## src/core/adcc_pkg.sv

```systemverilog
// Constants shared by the converter control block: register map,
// field positions, reset values, modes and bus answers.
// Assumes a 32-bit AXI4-Lite slave port with a 16-bit byte address.
package adcc_pkg;
	// ==========================================================
	// Register indexes; byte address is four times the index
	localparam logic [15:0] IDX_SC1 = 16'h0010;
	localparam logic [15:0] IDX_SC2 = 16'h0011;
	localparam logic [15:0] IDX_SC3 = 16'h0012;
	localparam logic [15:0] IDX_SC4 = 16'h0013;
	localparam logic [15:0] IDX_RH = 16'h0014;
	localparam logic [15:0] IDX_RL = 16'h0015;
	localparam logic [15:0] IDX_CVH = 16'h0016;
	localparam logic [15:0] IDX_CVL = 16'h0017;
	localparam logic [15:0] IDX_PC1 = 16'h30ac;
	localparam logic [15:0] IDX_PC2 = 16'h30ad;
	localparam logic [15:0] ADDR_SC1 = {IDX_SC1[13:0], 2'b00};
	localparam logic [15:0] ADDR_SC2 = {IDX_SC2[13:0], 2'b00};
	localparam logic [15:0] ADDR_SC3 = {IDX_SC3[13:0], 2'b00};
	localparam logic [15:0] ADDR_SC4 = {IDX_SC4[13:0], 2'b00};
	localparam logic [15:0] ADDR_RH = {IDX_RH[13:0], 2'b00};
	localparam logic [15:0] ADDR_RL = {IDX_RL[13:0], 2'b00};
	localparam logic [15:0] ADDR_CVH = {IDX_CVH[13:0], 2'b00};
	localparam logic [15:0] ADDR_CVL = {IDX_CVL[13:0], 2'b00};
	localparam logic [15:0] ADDR_PC1 = {IDX_PC1[13:0], 2'b00};
	localparam logic [15:0] ADDR_PC2 = {IDX_PC2[13:0], 2'b00};
	// ==========================================================
	// Reset values
	localparam logic [7:0] RST_SC1 = 8'h1f;
	localparam logic [7:0] RST_SC2 = 8'h08;
	localparam logic [7:0] RST_ZERO = 8'h00;
	// ==========================================================
	// Field positions
	localparam int SC1_DONE = 7;
	localparam int SC1_IEN = 6;
	localparam int SC1_CONT = 5;
	localparam int SC2_ACTIVE = 7;
	localparam int SC2_HWT = 6;
	localparam int SC2_CMP = 5;
	localparam int SC2_GE = 4;
	localparam int SC3_LP = 7;
	localparam int SC3_DIV = 5;
	localparam int SC3_LSMP = 4;
	localparam int SC3_MODE = 2;
	localparam int SC3_CLK = 0;
	localparam logic [4:0] CH_STOP = 5'h1f;
	// ==========================================================
	// Resolution modes and bus answers
	localparam logic [1:0] MODE_8 = 2'h0;
	localparam logic [1:0] MODE_12 = 2'h1;
	localparam logic [1:0] MODE_10 = 2'h2;
	localparam logic [1:0] RESP_OKAY = 2'h0;
	localparam logic [1:0] RESP_SLVERR = 2'h2;
	typedef enum logic [1:0] {
		ST_IDLE = 2'b00,
		ST_BUSY = 2'b01,
		ST_NEXT = 2'b11
	} adcc_state_type;
endpackage : adcc_pkg

```

## src/core/adcc_top.sv

```systemverilog
// Converter control: register file on AXI4-Lite, channel queue,
// result queue, trigger and compare logic around an analog core.
// Assumes the core converts on a one-cycle start and answers with a
// one-cycle done carrying a 12-bit code, MSB aligned.
//
// Added by the designer: the AXI4-Lite interface to the registers.
`timescale 1ns/100ps

// Contract
// Control write aborts and restarts, except 0x1F
// Queued channels converted in written order
// Queue mode waits for programmed depth
// Writing 0x1F flushes queue, stops conversion
// Right-justified unsigned 8, 10, 12 bits
// Single returns idle, continuous keeps converting
// Result queue up to eight, selectable depth
// Compare less-than or greater-equal, may interrupt
// Completion flag with interrupt request
// Software or hardware trigger selectable
// Conversion clock from four sources
// Route selected input of 24 to converter
// Sample time and speed/power configurable
// Keeps converting in wait and stop3
// Flag per conversion, compare hit, or set
// Flag clears on control write, low read
// Interrupt when flag set and enabled
// Trigger starts one set or looping sets
module adcc_top #(
	parameter int QUEUE_MAX = 8
) (
	// Clock and reset
	input wire logic aclk,
	input wire logic aresetn,
	// AXI4-Lite write channels
	input wire logic [15:0] s_axi_awaddr,
	input wire logic s_axi_awvalid,
	output logic s_axi_awready,
	input wire logic [31:0] s_axi_wdata,
	input wire logic [3:0] s_axi_wstrb,
	input wire logic s_axi_wvalid,
	output logic s_axi_wready,
	output logic [1:0] s_axi_bresp,
	output logic s_axi_bvalid,
	input wire logic s_axi_bready,
	// AXI4-Lite read channels
	input wire logic [15:0] s_axi_araddr,
	input wire logic s_axi_arvalid,
	output logic s_axi_arready,
	output logic [31:0] s_axi_rdata,
	output logic [1:0] s_axi_rresp,
	output logic s_axi_rvalid,
	input wire logic s_axi_rready,
	// Analog core
	output logic conv_start,
	output logic conv_abort,
	output logic [4:0] conv_channel,
	output logic [1:0] conv_resolution,
	output logic [1:0] conv_clock_select,
	output logic [1:0] conv_clock_div,
	output logic conv_long_sample,
	output logic conv_low_power,
	input wire logic conv_done,
	input wire logic [11:0] conv_data,
	// Trigger, interrupt, pin control
	input wire logic hw_trigger_input,
	output logic done_irq,
	output logic [15:0] pin_enable
);
	import adcc_pkg::*;

	// ==========================================================
	// Declarations
	adcc_state_type state_q;
	logic aw_hold_q;
	logic w_hold_q;
	logic [15:0] aw_addr_q;
	logic [7:0] w_data_q;
	logic w_strb_q;
	logic bvalid_q;
	logic [1:0] bresp_q;
	logic rvalid_q;
	logic [31:0] rdata_q;
	logic [1:0] rresp_q;
	logic ien_q;
	logic cont_q;
	logic [4:0] ch_q;
	logic [6:0] sc2_q;
	logic [7:0] sc3_q;
	logic [2:0] depth_q;
	logic [3:0] cvh_q;
	logic [7:0] cvl_q;
	logic [7:0] pc1_q;
	logic [7:0] pc2_q;
	logic done_q;
	logic [4:0] chq_q [QUEUE_MAX];
	logic [11:0] res_q [QUEUE_MAX];
	logic [3:0] chq_cnt_q;
	logic [2:0] idx_q;
	logic [2:0] rd_q;
	logic hit_q;
	logic start_q;
	logic abort_q;
	logic [4:0] chan_q;
	logic trig_s1_q;
	logic trig_s2_q;
	logic trig_s3_q;
	logic wr_go;
	logic wr_ok;
	logic sc1_wr;
	logic stop_wr;
	logic rd_go;
	logic rl_read;
	logic [31:0] rd_mux;
	logic rd_ok;
	logic queue_on;
	logic [3:0] set_len;
	logic sw_trig;
	logic hw_trig;
	logic trig;
	logic take_done;
	logic last;
	logic [11:0] res_fmt;
	logic [11:0] cmp_val;
	logic cmp_ok;
	logic flag_set;
	logic [4:0] first_ch;

	// ==========================================================
	// Result formatting
	// Core code is MSB aligned; shift down so the LSB lands in bit 0
	function automatic logic [11:0] adcc_fmt(input logic [11:0] d,
			input logic [1:0] mode);
		case (mode)
			MODE_8: adcc_fmt = {4'h0, d[11:4]};
			MODE_10: adcc_fmt = {2'h0, d[11:2]};
			default: adcc_fmt = d;
		endcase
	endfunction : adcc_fmt

	// ==========================================================
	// AXI4-Lite write path
	// Address and data are caught independently, in either order
	assign s_axi_awready = !aw_hold_q && !bvalid_q;
	assign s_axi_wready = !w_hold_q && !bvalid_q;
	assign s_axi_bvalid = bvalid_q;
	assign s_axi_bresp = bresp_q;
	assign wr_go = aw_hold_q && w_hold_q && !bvalid_q;

	// Write decode; only byte lane 0 carries register data
	always_comb begin
		case (aw_addr_q)
			ADDR_SC1, ADDR_SC2, ADDR_SC3, ADDR_SC4, ADDR_RH, ADDR_RL,
			ADDR_CVH, ADDR_CVL, ADDR_PC1, ADDR_PC2: wr_ok = 1'b1;
			default: wr_ok = 1'b0;
		endcase
	end

	assign sc1_wr = wr_go && w_strb_q && (aw_addr_q == ADDR_SC1);
	assign stop_wr = sc1_wr && (w_data_q[4:0] == CH_STOP);

	// Holding registers and the write answer
	always_ff @(posedge aclk) begin
		if (!aresetn) begin
			aw_hold_q <= 1'b0;
			w_hold_q <= 1'b0;
			aw_addr_q <= 16'h0000;
			w_data_q <= 8'h00;
			w_strb_q <= 1'b0;
			bvalid_q <= 1'b0;
			bresp_q <= RESP_OKAY;
		end else begin
			if (s_axi_awvalid && s_axi_awready) begin
				aw_hold_q <= 1'b1;
				aw_addr_q <= s_axi_awaddr;
			end
			if (s_axi_wvalid && s_axi_wready) begin
				w_hold_q <= 1'b1;
				w_data_q <= s_axi_wdata[7:0];
				w_strb_q <= s_axi_wstrb[0];
			end
			if (wr_go) begin
				aw_hold_q <= 1'b0;
				w_hold_q <= 1'b0;
				bvalid_q <= 1'b1;
				bresp_q <= wr_ok ? RESP_OKAY : RESP_SLVERR;
			end else if (bvalid_q && s_axi_bready) begin
				bvalid_q <= 1'b0;
			end
		end
	end

	// ==========================================================
	// AXI4-Lite read path
	assign s_axi_arready = !rvalid_q;
	assign s_axi_rvalid = rvalid_q;
	assign s_axi_rdata = rdata_q;
	assign s_axi_rresp = rresp_q;
	assign rd_go = s_axi_arvalid && s_axi_arready;
	assign rl_read = rd_go && (s_axi_araddr == ADDR_RL);

	// Read mux; result bytes show the head of the result queue
	always_comb begin
		rd_ok = 1'b1;
		rd_mux = 32'h0000_0000;
		case (s_axi_araddr)
			ADDR_SC1: rd_mux[7:0] = {done_q, ien_q, cont_q, ch_q};
			ADDR_SC2: rd_mux[7:0] = {state_q != ST_IDLE, sc2_q};
			ADDR_SC3: rd_mux[7:0] = sc3_q;
			ADDR_SC4: rd_mux[7:0] = {5'h00, depth_q};
			ADDR_RH: rd_mux[7:0] = {4'h0, res_q[rd_q][11:8]};
			ADDR_RL: rd_mux[7:0] = res_q[rd_q][7:0];
			ADDR_CVH: rd_mux[7:0] = {4'h0, cvh_q};
			ADDR_CVL: rd_mux[7:0] = cvl_q;
			ADDR_PC1: rd_mux[7:0] = pc1_q;
			ADDR_PC2: rd_mux[7:0] = pc2_q;
			default: rd_ok = 1'b0;
		endcase
	end

	// Read answer, one cycle after the address is taken
	always_ff @(posedge aclk) begin
		if (!aresetn) begin
			rvalid_q <= 1'b0;
			rdata_q <= 32'h0000_0000;
			rresp_q <= RESP_OKAY;
		end else if (rd_go) begin
			rvalid_q <= 1'b1;
			rdata_q <= rd_mux;
			rresp_q <= rd_ok ? RESP_OKAY : RESP_SLVERR;
		end else if (rvalid_q && s_axi_rready) begin
			rvalid_q <= 1'b0;
		end
	end

	// ==========================================================
	// Configuration registers
	always_ff @(posedge aclk) begin
		if (!aresetn) begin
			ien_q <= RST_SC1[SC1_IEN];
			cont_q <= RST_SC1[SC1_CONT];
			ch_q <= RST_SC1[4:0];
			sc2_q <= RST_SC2[6:0];
			sc3_q <= RST_ZERO;
			depth_q <= RST_ZERO[2:0];
			cvh_q <= RST_ZERO[3:0];
			cvl_q <= RST_ZERO;
			pc1_q <= RST_ZERO;
			pc2_q <= RST_ZERO;
		end else if (wr_go && w_strb_q) begin
			case (aw_addr_q)
				ADDR_SC1: begin
					ien_q <= w_data_q[SC1_IEN];
					cont_q <= w_data_q[SC1_CONT];
					ch_q <= w_data_q[4:0];
				end
				ADDR_SC2: sc2_q <= w_data_q[6:0];
				ADDR_SC3: sc3_q <= w_data_q;
				ADDR_SC4: depth_q <= w_data_q[2:0];
				ADDR_CVH: cvh_q <= w_data_q[3:0];
				ADDR_CVL: cvl_q <= w_data_q;
				ADDR_PC1: pc1_q <= w_data_q;
				ADDR_PC2: pc2_q <= w_data_q;
				default: ;
			endcase
		end
	end

	// Static controls to the analog core and pads
	assign conv_clock_select = sc3_q[SC3_CLK+:2];
	assign conv_clock_div = sc3_q[SC3_DIV+:2];
	assign conv_long_sample = sc3_q[SC3_LSMP];
	assign conv_low_power = sc3_q[SC3_LP];
	assign conv_resolution = sc3_q[SC3_MODE+:2];
	assign pin_enable = {pc2_q, pc1_q};

	// ==========================================================
	// Hardware trigger synchroniser
	// The trigger is asynchronous; a rise is found by comparing the second and third stages
	always_ff @(posedge aclk) begin
		if (!aresetn) begin
			trig_s1_q <= 1'b0;
			trig_s2_q <= 1'b0;
			trig_s3_q <= 1'b0;
		end else begin
			trig_s1_q <= hw_trigger_input;
			trig_s2_q <= trig_s1_q;
			trig_s3_q <= trig_s2_q;
		end
	end

	// ==========================================================
	// Trigger decisions
	// Depth field zero means no queue; n means n+1 entries
	assign queue_on = (depth_q != 3'h0);
	assign set_len = {1'b0, depth_q} + 4'h1;
	assign sw_trig = sc1_wr && !stop_wr && !sc2_q[SC2_HWT] &&
		(!queue_on || (chq_cnt_q + 4'h1 == set_len));
	assign hw_trig = trig_s2_q && !trig_s3_q && sc2_q[SC2_HWT] &&
		!sc1_wr && (state_q == ST_IDLE) &&
		(!queue_on || (chq_cnt_q == set_len));
	assign trig = sw_trig || hw_trig;
	// A control write kills the conversion, so its done is dropped
	assign take_done = conv_done && !sc1_wr &&
		(state_q == ST_BUSY);
	assign last = !queue_on || ({1'b0, idx_q} + 4'h1 == set_len);
	// Channel of a fresh set; a written channel wins outside queues
	assign first_ch = queue_on ? chq_q[0] :
		(sc1_wr ? w_data_q[4:0] : ch_q);

	// ==========================================================
	// Compare and completion flag
	assign res_fmt = adcc_fmt(conv_data, conv_resolution);
	assign cmp_val = {cvh_q, cvl_q};
	assign cmp_ok = sc2_q[SC2_GE] ? (res_fmt >= cmp_val) :
		(res_fmt < cmp_val);
	always_comb begin
		flag_set = 1'b0;
		if (take_done && last) begin
			if (!sc2_q[SC2_CMP]) begin
				flag_set = 1'b1;
			end else begin
				flag_set = cmp_ok || (queue_on && hit_q);
			end
		end
	end

	// Set wins over a clear arriving in the same cycle
	always_ff @(posedge aclk) begin
		if (!aresetn) begin
			done_q <= RST_SC1[SC1_DONE];
		end else if (flag_set) begin
			done_q <= 1'b1;
		end else if (sc1_wr || rl_read) begin
			done_q <= 1'b0;
		end
	end

	// Level request; stays up until the flag is cleared
	assign done_irq = done_q && ien_q;

	// ==========================================================
	// Channel queue
	// Entries are kept after a set so continuous mode can loop
	always_ff @(posedge aclk) begin
		if (!aresetn) begin
			chq_cnt_q <= 4'h0;
		end else if (stop_wr) begin
			chq_cnt_q <= 4'h0;
		end else if (wr_go && w_strb_q && aw_addr_q == ADDR_SC4) begin
			chq_cnt_q <= 4'h0;
		end else if (sc1_wr && queue_on && chq_cnt_q < set_len) begin
			chq_cnt_q <= chq_cnt_q + 4'h1;
		end
	end

	// Queue storage, one entry per slot
	for (genvar i = 0; i < QUEUE_MAX; i++) begin : g_entry
		always_ff @(posedge aclk) begin
			if (!aresetn) begin
				chq_q[i] <= RST_ZERO[4:0];
				res_q[i] <= 12'h000;
			end else begin
				if (sc1_wr && !stop_wr && queue_on &&
						chq_cnt_q == 4'(i)) begin
					chq_q[i] <= w_data_q[4:0];
				end
				if (take_done && idx_q == 3'(i)) begin
					res_q[i] <= res_fmt;
				end
			end
		end
	end

	// Result read pointer; reading the low byte moves to the next
	always_ff @(posedge aclk) begin
		if (!aresetn) begin
			rd_q <= 3'h0;
		end else if (trig || (take_done && last && cont_q)) begin
			rd_q <= 3'h0;
		end else if (rl_read && queue_on &&
				({1'b0, rd_q} + 4'h1 < set_len)) begin
			rd_q <= rd_q + 3'h1;
		end
	end

	// ==========================================================
	// Conversion sequencer
	// No low-power input gates this logic, so wait and stop3 keep it
	// running from whichever clock the core is given
	assign conv_start = start_q;
	assign conv_abort = abort_q;
	assign conv_channel = chan_q;
	always_ff @(posedge aclk) begin
		if (!aresetn) begin
			state_q <= ST_IDLE;
			idx_q <= 3'h0;
			hit_q <= 1'b0;
			start_q <= 1'b0;
			abort_q <= 1'b0;
			chan_q <= RST_SC1[4:0];
		end else begin
			start_q <= 1'b0;
			abort_q <= sc1_wr && (state_q != ST_IDLE);
			case (state_q)
				ST_IDLE, ST_BUSY, ST_NEXT: begin
					if (sc1_wr && !trig) begin
						state_q <= ST_IDLE;
					end else if (trig) begin
						state_q <= ST_BUSY;
						idx_q <= 3'h0;
						hit_q <= 1'b0;
						chan_q <= first_ch;
						start_q <= 1'b1;
					end else if (state_q == ST_NEXT) begin
						state_q <= ST_BUSY;
						start_q <= 1'b1;
					end else if (take_done && !last) begin
						state_q <= ST_NEXT;
						idx_q <= idx_q + 3'h1;
						hit_q <= hit_q || cmp_ok;
						chan_q <= chq_q[idx_q + 3'h1];
					end else if (take_done && cont_q) begin
						state_q <= ST_NEXT;
						idx_q <= 3'h0;
						hit_q <= 1'b0;
						chan_q <= first_ch;
					end else if (take_done) begin
						state_q <= ST_IDLE;
					end
				end
				default: state_q <= ST_IDLE;
			endcase
		end
	end
endmodule : adcc_top

```

## config.mk

```make
export PLATFORM = sky130hd
export DESIGN_NAME = adcc_top
export DESIGN_NICKNAME = d
export VERILOG_FILES = /design/src/core/adcc_pkg.sv /design/src/core/adcc_top.sv
export SDC_FILE = /design/constraint.sdc
export NUM_CORES = 1
export LEC_CHECK = 0
export ABC_AREA = 0
export BUFFER_PORTS_ARGS = -buffer_cell sky130_fd_sc_hd__buf_2
export CORE_UTILIZATION = 55
export CTS_CLUSTER_DIAMETER = 60
export CTS_CLUSTER_SIZE = 24
export DETAILED_ROUTE_END_ITERATION = 12
export HOLD_SLACK_MARGIN = 0.05
export PLACE_DENSITY = 0.76
export SLEW_MARGIN = 20
export SYNTH_ARGS = -nofsm -noshare
export SYNTH_HDL_FRONTEND = slang
export SYNTH_SLANG_ARGS = --single-unit
```

## constraint.sdc

```tcl
create_clock -name aclk -period 4.4 [get_ports aclk]
set_input_delay 0.66 -clock aclk [delete_from_list [all_inputs] [get_ports aclk]]
set_output_delay 0.66 -clock aclk [all_outputs]
set_load 0.005 [all_outputs]
```

# ---- Word level (Yosys, flattened, before mapping)
# Memory sizes are Yosys's and may differ from the RTL's. A register that Yosys moved wholly into a read port is not among the register bits.
# Index checks and enable logic that the tools add are counted.
dict set report word_totals {
  latchBits 0
  elab_cells 310
  memories 2
  reg_bits 118
  rom_bits 0
  inputBits 89
  mem_bits_rw 136
  out_inout_bits 73
}
# memory depth word_bits rd rd_clocked_by_memory_dff write_ports line_no
set memory_table {}
lappend memory_table {res_q 8 12 1 1 8 adcc_top.sv:96} ;# logic [11:0] res_q [QUEUE_MAX];
lappend memory_table {chq_q 8 5 2 0 8 adcc_top.sv:95} ;# logic [4:0] chq_q [QUEUE_MAX];
dict set report op_classes {
  order_cmp 4
  shifts 0
  bitwise 19
  div 0
  n_mul 0
  n_addsub 6
  reduce_logical 101
  eq_ne 42
  muxes 103
}
# cell count
set op_table {}
lappend op_table {{== test 16 x 7 -> 1 bit, second input constant} 16}
lappend op_table {{two-way mux 12 bit} 8}
lappend op_table {{one-hot mux 8 bit (10 select lines)} 1}
lappend op_table {{two-way mux 5 bit} 14}
lappend op_table {{two-way mux 1 bit} 68}
lappend op_table {{== test 16 bit, second input constant} 4}
lappend op_table {{logical AND 1 bit} 53}
lappend op_table {{one-hot mux 12 bit (2 select lines)} 1}
lappend op_table {{OR reduction 10 bit} 2}
lappend op_table {{two-way mux 3 bit} 6}
lappend op_table {{== test 4 x 3 -> 1 bit, second input constant} 4}
lappend op_table {{OR 1 bit} 16}
lappend op_table {{AND reduction 2 bit} 8}
lappend op_table {{adder 3 x 1 -> 4 bit, second input constant} 3}
lappend op_table {{== test 3 bit, second input constant} 4}
lappend op_table {{== test 4 bit} 3}
lappend op_table {{greater-or-equal comparator 12 bit} 1}
lappend op_table {{less-than comparator 12 bit} 1}
lappend op_table {{zero test 1 bit} 11}
lappend op_table {{two-way mux 2 bit} 5}
lappend op_table {{nonzero test 3 bit} 3}
lappend op_table {{OR reduction 3 bit} 3}
lappend op_table {{== test 4 x 2 -> 1 bit, second input constant} 2}
lappend op_table {{logical OR 1 bit} 8}
lappend op_table {{other kinds (19)} 30}

# ---- Longest topological paths before layout
# Gate-level depths: netlist (run 1).
dict set report logic_depth {
  ltp_word 14
  depth_mapped 13
  ltp_nobuf 12
}

# ---- Least setup slack after synthesis (run 1)
# OpenSTA, ideal clock, no wires.
dict set report synth_path {
  kind {register -> register}
  from {register sc3_q[3]}
  to {register done_q}
  t_arrival_ps 3225
  period_less_slack_ps 3299
  t_required_ps 4326
  path_stages_with_launch 14
  n_path_buf 1
  setup_slack_ps 1101
  setup_ps 74
  path_cell_list {dfxtp_1 buf_1 mux2i_1 nor2_1 a21oi_1 inv_1 ha_1 and3_1 a221o_1 a221oi_1 a21boi_0 o22ai_1 a311o_1 o21ai_0}
}
dict set report synth_between {
  elab_chain_len 8
  word_cells_on_any_way 11
  cone_classes {order compare: 2; eq/ne: 1; mux: 5; reduce/logical: 3}
}
# item line_no
set synth_rtl {}
lappend synth_rtl {{from (decl)} adcc_top.sv:88} ;# logic [7:0] sc3_q;
lappend synth_rtl {{from (signal assigned)} adcc_top.sv:257} ;# ADDR_SC3: sc3_q <= w_data_q;
lappend synth_rtl {{== test 2 bit / zero test 2 bit (equally long branches)} adcc_top.sv:133} ;# case (mode)
lappend synth_rtl {{one-hot mux 12 bit (2 select lines) (*)} adcc_top.sv:133}
lappend synth_rtl {{net res_fmt[7]} adcc_top.sv:122} ;# logic [11:0] res_fmt;
lappend synth_rtl {{less-than comparator 12 bit / greater-or-equal comparator 12 bit (equally long branches)} {adcc_top.sv:315, adcc_top.sv:314}}
lappend synth_rtl {{two-way mux 1 bit (*)} adcc_top.sv:314} ;# assign cmp_ok = sc2_q[SC2_GE] ? (res_fmt >= cmp_val) :
lappend synth_rtl {{logical OR 1 bit (*)} adcc_top.sv:322} ;# flag_set = cmp_ok || (queue_on && hit_q);
lappend synth_rtl {{two-way mux 1 bit (*)} adcc_top.sv:319} ;# if (!sc2_q[SC2_CMP]) begin
lappend synth_rtl {{two-way mux 1 bit (*)} adcc_top.sv:318} ;# if (take_done && last) begin
lappend synth_rtl {{two-way mux 1 bit / nonzero test 2 bit (equally long branches)} n/a}
lappend synth_rtl {{to (signal assigned)} adcc_top.sv:330} ;# done_q <= RST_SC1[SC1_DONE];
lappend synth_rtl {{to (decl)} adcc_top.sv:94} ;# logic done_q;
# The timed path passes the listed nets; every way through them passes the cells marked *.
# A chain may end at the register's enable or synchronous reset.

# ---- Worst setup path in the final report (run 1)
dict set report layout_path {
  from {register sc3_q[2]}
  to {register done_q}
}
# Same word-level chain as after synthesis.

==> impl_results.md, run 1 <==
* Htree depth at 1
* CP Cell Sequence: nor2_1 > a21oi_1 > inv_1 > ha_1 > and3_1 > a221o_1 > a221oi_1 > a21boi_0 > o22ai_1 > a311o_1 > o21ai_0
* First-pass GRT wire length at approximately 48,000 microns
* Num CTS Buffers at 18
* Crit end category: flip-flop
* Clock Sinks at roughly 260
* DRT iter0 DRCs at 880
* Setup violations, final at 0
* Number of port buffers at approximately 110
* CTS Hold Bufs at 0
* Crit-path slowest cell: dfxtp_1
* Max Slew Vio Count at 0
* Fill count at 1,795
* Largest net degree at the start of global routing at slightly below 70
* Gr ovfl total at 0
* CP Class: flip-flop to flip-flop
* Vias in the first global route at 8,697
* 1st-pass router iterations at 5
* Status: completed
* Core region area at about 23,000 sq um
* Max VDD drop at about 0.00020 V
* Area fraction of the dominant cell type after synthesis at 0.323
* YS warnings at 0
* # resized after CTS at 0
* Comb power frac at 0.056
* Syn Inst Count at ~1.2k
* Initial Util at 0.560
* CTS tree: built
* Antenna cell count at 0
* Gr usage total at 0.262
* Post-Syn Area at ~13,000 sq um
* PD cells at about 330 nW/um^2
* Share of cells above drive strength 1 at 0.180
* CTS Buffer Depth at 3
* Sequential Area at roughly 6500 sq um
* Leak at 5.51 nW
* P_int at about 0.0035 W
* Period utilisation layout at 0.805
* Largest cells by area after synthesis: edfxtp_1 (32%), dfxtp_1 (19%), mux4_2 (6.6%), mux2i_1 (5.8%), nor2_1 (4.1%)
* Detail Route Antenna Nets at 0
* Drt drc at 0
* Psw at between 0.001 and 0.0015 W
* Clock Power Share at 0.377
* Yosys top cell by area: edfxtp_1
* Mean Syn Cell Area at about 11 sq um
* Switching share of total power at 0.243
* Dpl ws at between 0.8 and 0.9 ns
* CP required at 4.85 ns
* Die width at roughly 150 microns
* IO Count at between 150 and 200
* Crit path time final at roughly 3.5 ns
* Drt total wl at approximately 31,000 microns
* Multi-input combinational cell area at 5650 sq um
* Clock root cell: clkbuf_16
* Post-synthesis register bit count at about 260
* Number of antenna violations at the first check in global routing at 1
* Fmax at between 200 and 300 MHz
* Row count at 55
* Layout area overhead at 10.1%
* Top FF cell, synth: edfxtp_1
* Clk_skew at approximately 0.039 ns
* Worst stage delay on the critical path at between 0.7 and 0.8 ns
* Slew HR at 0.301
* Final Net Count at 1,362
* Core Util, Final at 0.617
* Clk_lat worst skew at 0.53 ns
* DR vias at ~9.0k
* # Post-CTS Setup Buffers at 0
* Top-count cell post-synth: nor2_1
* Dpl hpwl at approximately 21,000 microns
* Die H at about 150 microns
* Die ar. at 23,600 sq um
* Fin. Hold Viols at 0
* Via density at just under 6
* Avg WL per Cell at approximately 20 microns
* Worst-Margin Slew at 1.05 ns
* Commonest cells post-synth: nor2_1 (139), edfxtp_1 (136), nand2_1 (133)
* Worst Hold Class: primary input to flip-flop
* Clk slew on worst S/H paths at approximately 0.09 ns
* Max Cap Viol at 0
* Sequential share of the synthesized area at 0.511
* Startpoint types: flip-flop
* WP data arrival at about 4.0 ns
* CP Max Fanout at 18
* RSZ-0062 raised after global routing: false
* Post-route setup TNS at 0 ns
* Post-synth EDFFs at 136
* Routability cong. at 0.956
* Synth cell types at 68
* Fraction of registers with async set/reset at 0
* Reg power frac at 0.567
* Setup WS post-layout at roughly 0.86 ns
per-stage QoR:
step	area, sq um	power (W)	hold slack, ns	std cells
final	13900	0.00461	0.368	1538
after detailed placement	13300	0.00293	0.427	1506
after global routing	13900	0.00475	0.374	1538
after global placement	13300	0.00291	0.426	1506
after CTS	13900	0.00463	0.357	1538
after floorplan	12700	0.00282	0.412	1191
layout make-up:
| type | count | area share |
|---|---|---|
| inverters | 46 | 0.0124 |
| multi-input cells | 795 | 0.406 |
| well taps | 285 | 0.0256 |
| repair buffers | 125 | 0.0482 |
| flip-flops and latches | 255 | 0.465 |
| clock buffers | 19 | 0.0334 |
| clock inverters | 13 | 0.0102 |
sequential cells by signal, indices dropped and copies added, names as in the netlist, 7 cells and up, named ones only:
name         cells
aw_addr_q       16
chq_q           40
s_axi_rdata      8
pc2_q            8
sc3_q            8
sc2_q            7
w_data_q         8
pc1_q            8
res_q           96
cvl_q            8
worst max-delay path, delay by kind of cell (launching register included):
| family | cells | cell delay [ns] |
|---|---|---|
| simple gates | 2 | 0.32 |
| compound gates | 7 | 1.99 |
| fa+ha+maj | 1 | 0.29 |
| flops | 1 | 0.76 |
| buf+inv | 1 | 0.11 |
metal layers:
metal / track usage / vias to the layer above / routed length (microns)
li1: - / 4219 / -
met1: 0.353 / 4302 / 12600
met2: 0.431 / 424 / 14400
met3: 0.0459 / 65 / 2750
met4: 0.0852 / 2 / 882
met5: 0 / - / 13
power groups by stage:
stage / Clock, W / Sequential (W) / Combinational [W]
after floorplan: 0 / 0.00264 / 0.000182
after global routing: 0.00184 / 0.00262 / 0.000284
after global placement: 0 / 0.00266 / 0.000251
after CTS: 0.00176 / 0.00261 / 0.000257
final: 0.00174 / 0.00261 / 0.000258
after detailed placement: 0 / 0.00267 / 0.000256
cells in the final DEF (no fill, tap or decap), drive strengths merged, types with 8 or more instances in the layout:
cell type / n
edfxtp: 136
nor2: 143
nand2b: 8
a221oi: 8
nand2: 133
inv: 53
xnor2: 8
and2: 30
a21boi: 41
and3: 24
nor2b: 45
a21o: 9
ha: 32
conb: 26
buf: 125
dfxtp: 119
mux4: 37
mux2i: 73
mux2: 10
o21ai: 26
nand3: 15
a21oi: 25
nor3: 12
nand4: 14
clkbuf: 19
cell families (layout without fill, tap and decap cells):
logic type      Yosys count  count (layout)  share of synthesized area
simple gates            453             453                      0.176
flops                   255             255                      0.511
compound gates          149             149                     0.0862
buf+inv                 141             203                     0.0502
mux                     120             120                      0.133
fa+ha+maj                32              32                     0.0317
xor+xnor                 15              15                     0.0116
other cells               1              26                   0.000297
final timing paths:
path / from / end / slack (ns) / depth (start not counted)
setup / recovery: sc3_q[2] / done_q / 0.86 / 11
hold / removal: s_axi_arvalid / s_axi_rvalid / 0.37 / 2
setup reg to reg: sc3_q[2] / done_q / 0.86 / 11
hold reg to reg: trig_s1_q / trig_s2_q / 0.44 / 1
(Power assumes the default switching activity.)
==> inputs of run 2 (changes only) <==
==> constraint.sdc (replaced) <==
create_clock -name aclk -period 3.5 [get_ports aclk]
set_input_delay 0.525 -clock aclk [delete_from_list [all_inputs] [get_ports aclk]]
set_output_delay 0.525 -clock aclk [all_outputs]
set_load 0.005 [all_outputs]
==> impl_results.md, run 2 (same netlist as run 1, synthesis figures left out) <==
* Status: completed
* Via density at 5.83 (-0.52%)
* Most frequent cells in the layout: nor2_1 (139), edfxtp_1 (136), nand2_1 (133)
* CTS Hold Bufs at 0 (unchanged)
* CP required at 3.95 ns (-0.90 ns)
* Post-route setup TNS at 0 ns (unchanged)
* Fmax at 319 MHz (+13%)
* IO Count at 162 (unchanged)
* RSZ-0062 raised after global routing: false
* Row count at 55 (unchanged)
* Top flop regs: res_q x96, chq_q x40, aw_addr_q x16
* Startpoint types: flip-flop
* P_int at 0.00452 W (+29%)
* Placed Area at 13,400 sq um (+0.83%)
* Most flops, register: res_q
* WP data arrival at 3.58 ns (-0.42 ns)
* Number of port buffers at 108 (unchanged)
* Largest net degree at the start of global routing at 77 (+12%)
* Worst Hold Class: primary input to flip-flop
* Post-layout instance area at 14,100 sq um (+1.2%)
* CTS tree: built
* CP Class: flip-flop to flip-flop
* Avg WL per Cell at 19.8 microns (-0.92%)
* Die ar. at 23,600 sq um (unchanged)
* DR vias at 9,053 (+0.45%)
* Hold slack at 0.214 ns (-0.154 ns)
* First-pass GRT wire length at 47,700 microns (-0.56%)
* Clock root cell: clkbuf_16
* Fin. Hold Viols at 0 (unchanged)
* Initial Util at 0.560 (unchanged)
* Leak at 5.61 nW (+1.9%)
* PD cells at 424 nW/um^2 (+28%)
* Max FFs per register at 96 (unchanged)
* Gr usage total at 0.260 (-0.00220)
* Die width at 154 microns (unchanged)
* Reg-to-reg slack, setup at 0.37 ns (-0.49 ns)
* Share of cells above drive strength 1 at 0.189 (+0.00891)
* Routability cong. at 0.927 (-3.0%)
* 1st-pass router iterations at 6 (+1)
* Dpl hpwl at 21,700 microns (+1.4%)
* Switching share of total power at 0.244 (+0.00183)
* Final Net Count at 1,376 (+1.0%)
* CP Max Fanout at 8 (-10)
* Comb power frac at 0.057 (about the same)
* Number of antenna violations at the first check in global routing at 2 (+1)
* Num CTS Buffers at 19 (+1)
* Htree depth at 1 (unchanged)
* Most common cell after layout, fill and taps aside: nor2_1
* Max Slew Vio Count at 0 (unchanged)
* Crit end category: flip-flop
* Max VDD drop at 0.000301 V (+48%)
* Psw at 0.00146 W (+31%)
* Clk_lat worst skew at 0.52 ns (about the same)
* Drt total wl at 30,700 microns (about the same)
* Clock Power Share at 0.395 (+0.018)
* Fill count at 1,791 (-0.22%)
* Setup violations, final at 0 (unchanged)
* Slew HR at 0.451 (+0.150)
* Die H at 154 microns (unchanged)
* Gr ovfl total at 0 (unchanged)
* Clock Sinks at 255 (unchanged)
* Max Cap Viol at 0 (unchanged)
* Worst-Margin Slew at 0.821 ns (-0.226 ns)
* Vias in the first global route at 8,601 (-1.1%)
* Detail Route Antenna Nets at 0 (unchanged)
* # resized after CTS at 0 (unchanged)
* Clk_skew at 0.0157 ns (-0.0233 ns)
* Reg power frac at 0.548 (-0.019)
* Core region area at 22,600 sq um (unchanged)
* Crit path time final at 3.13 ns (-0.407 ns)
* Period utilisation layout at 0.896 (+0.0907)
* Total Power at 0.00598 W (+30%)
* Drt drc at 0 (unchanged)
* DRT iter0 DRCs at 706 (-20%)
* Layout area overhead at 11.4%
* Antenna cell count at 0 (unchanged)
* Clk slew on worst S/H paths at 0.09 ns (about the same)
* CTS Buffer Depth at 3 (unchanged)
* # Post-CTS Setup Buffers at 0 (unchanged)
==> run 2: area by class of cell <==
class / count / area (sq um) / share of cell area
inverters: 46 / 173 / 0.0123
clock inverters: 15 / 191 / 0.0136
well taps: 285 / 357 / 0.0253
multi-input cells: 795 / 5650 / 0.401
flip-flops and latches: 255 / 6470 / 0.459
repair buffers: 138 / 781 / 0.0554
clock buffers: 19 / 475 / 0.0337
==> run 2: path summary, 6_finish.rpt <==
kind,start,to,cells past startpoint
hold reg to reg,trig_s1_q,trig_s2_q,1
setup / recovery,sc3_q[3],done_q,12
hold / removal,hw_trigger_input,trig_s1_q,2
setup reg to reg,sc3_q[3],done_q,12
==> run 2: worst max-delay path, stage by stage, from the launching register on <==
cell and delay [ns]:
dfxtp_1 0.57, mux2i_1 0.23, nor2_1 0.06, a21oi_1 0.20, inv_1 0.08, ha_1 0.29, and3_1 0.16, a221o_1 0.34
a221oi_1 0.34, a21boi_0 0.22, o22ai_1 0.16, a311o_1 0.34, o21ai_0 0.07
==> run 2: power groups by stage <==
stage / registers, W / clock network, W / logic [W]
after global routing: 0.00329 / 0.00250 / 0.000375
after detailed placement: 0.00335 / 0 / 0.000340
after CTS: 0.00328 / 0.00240 / 0.000342
after floorplan: 0.00332 / 0 / 0.000229
final: 0.00328 / 0.00236 / 0.000342
after global placement: 0.00334 / 0 / 0.000334
==> run 2: layer usage <==
layer | routed length (microns) | vias to the layer above | track usage
met2 | 14200 | 358 | 0.417
met5 | 27 | - | 0
met4 | 709 | 4 | 0.0805
met3 | 2170 | 53 | 0.0361
met1 | 13600 | 4382 | 0.368
li1 | - | 4256 | -
==> run 2: metrics by stage <==
| step | setup slack (ns) | instances | util |
|---|---|---|---|
| global placement | 0.449 | 1519 | 0.595 |
| global route | 0.0250 | 1553 | 0.624 |
| floorplan | 0.201 | 1191 | - |
| detailed placement | 0.438 | 1519 | 0.595 |
| CTS | 0.394 | 1553 | 0.624 |
| finish | 0.365 | 1553 | 0.624 |
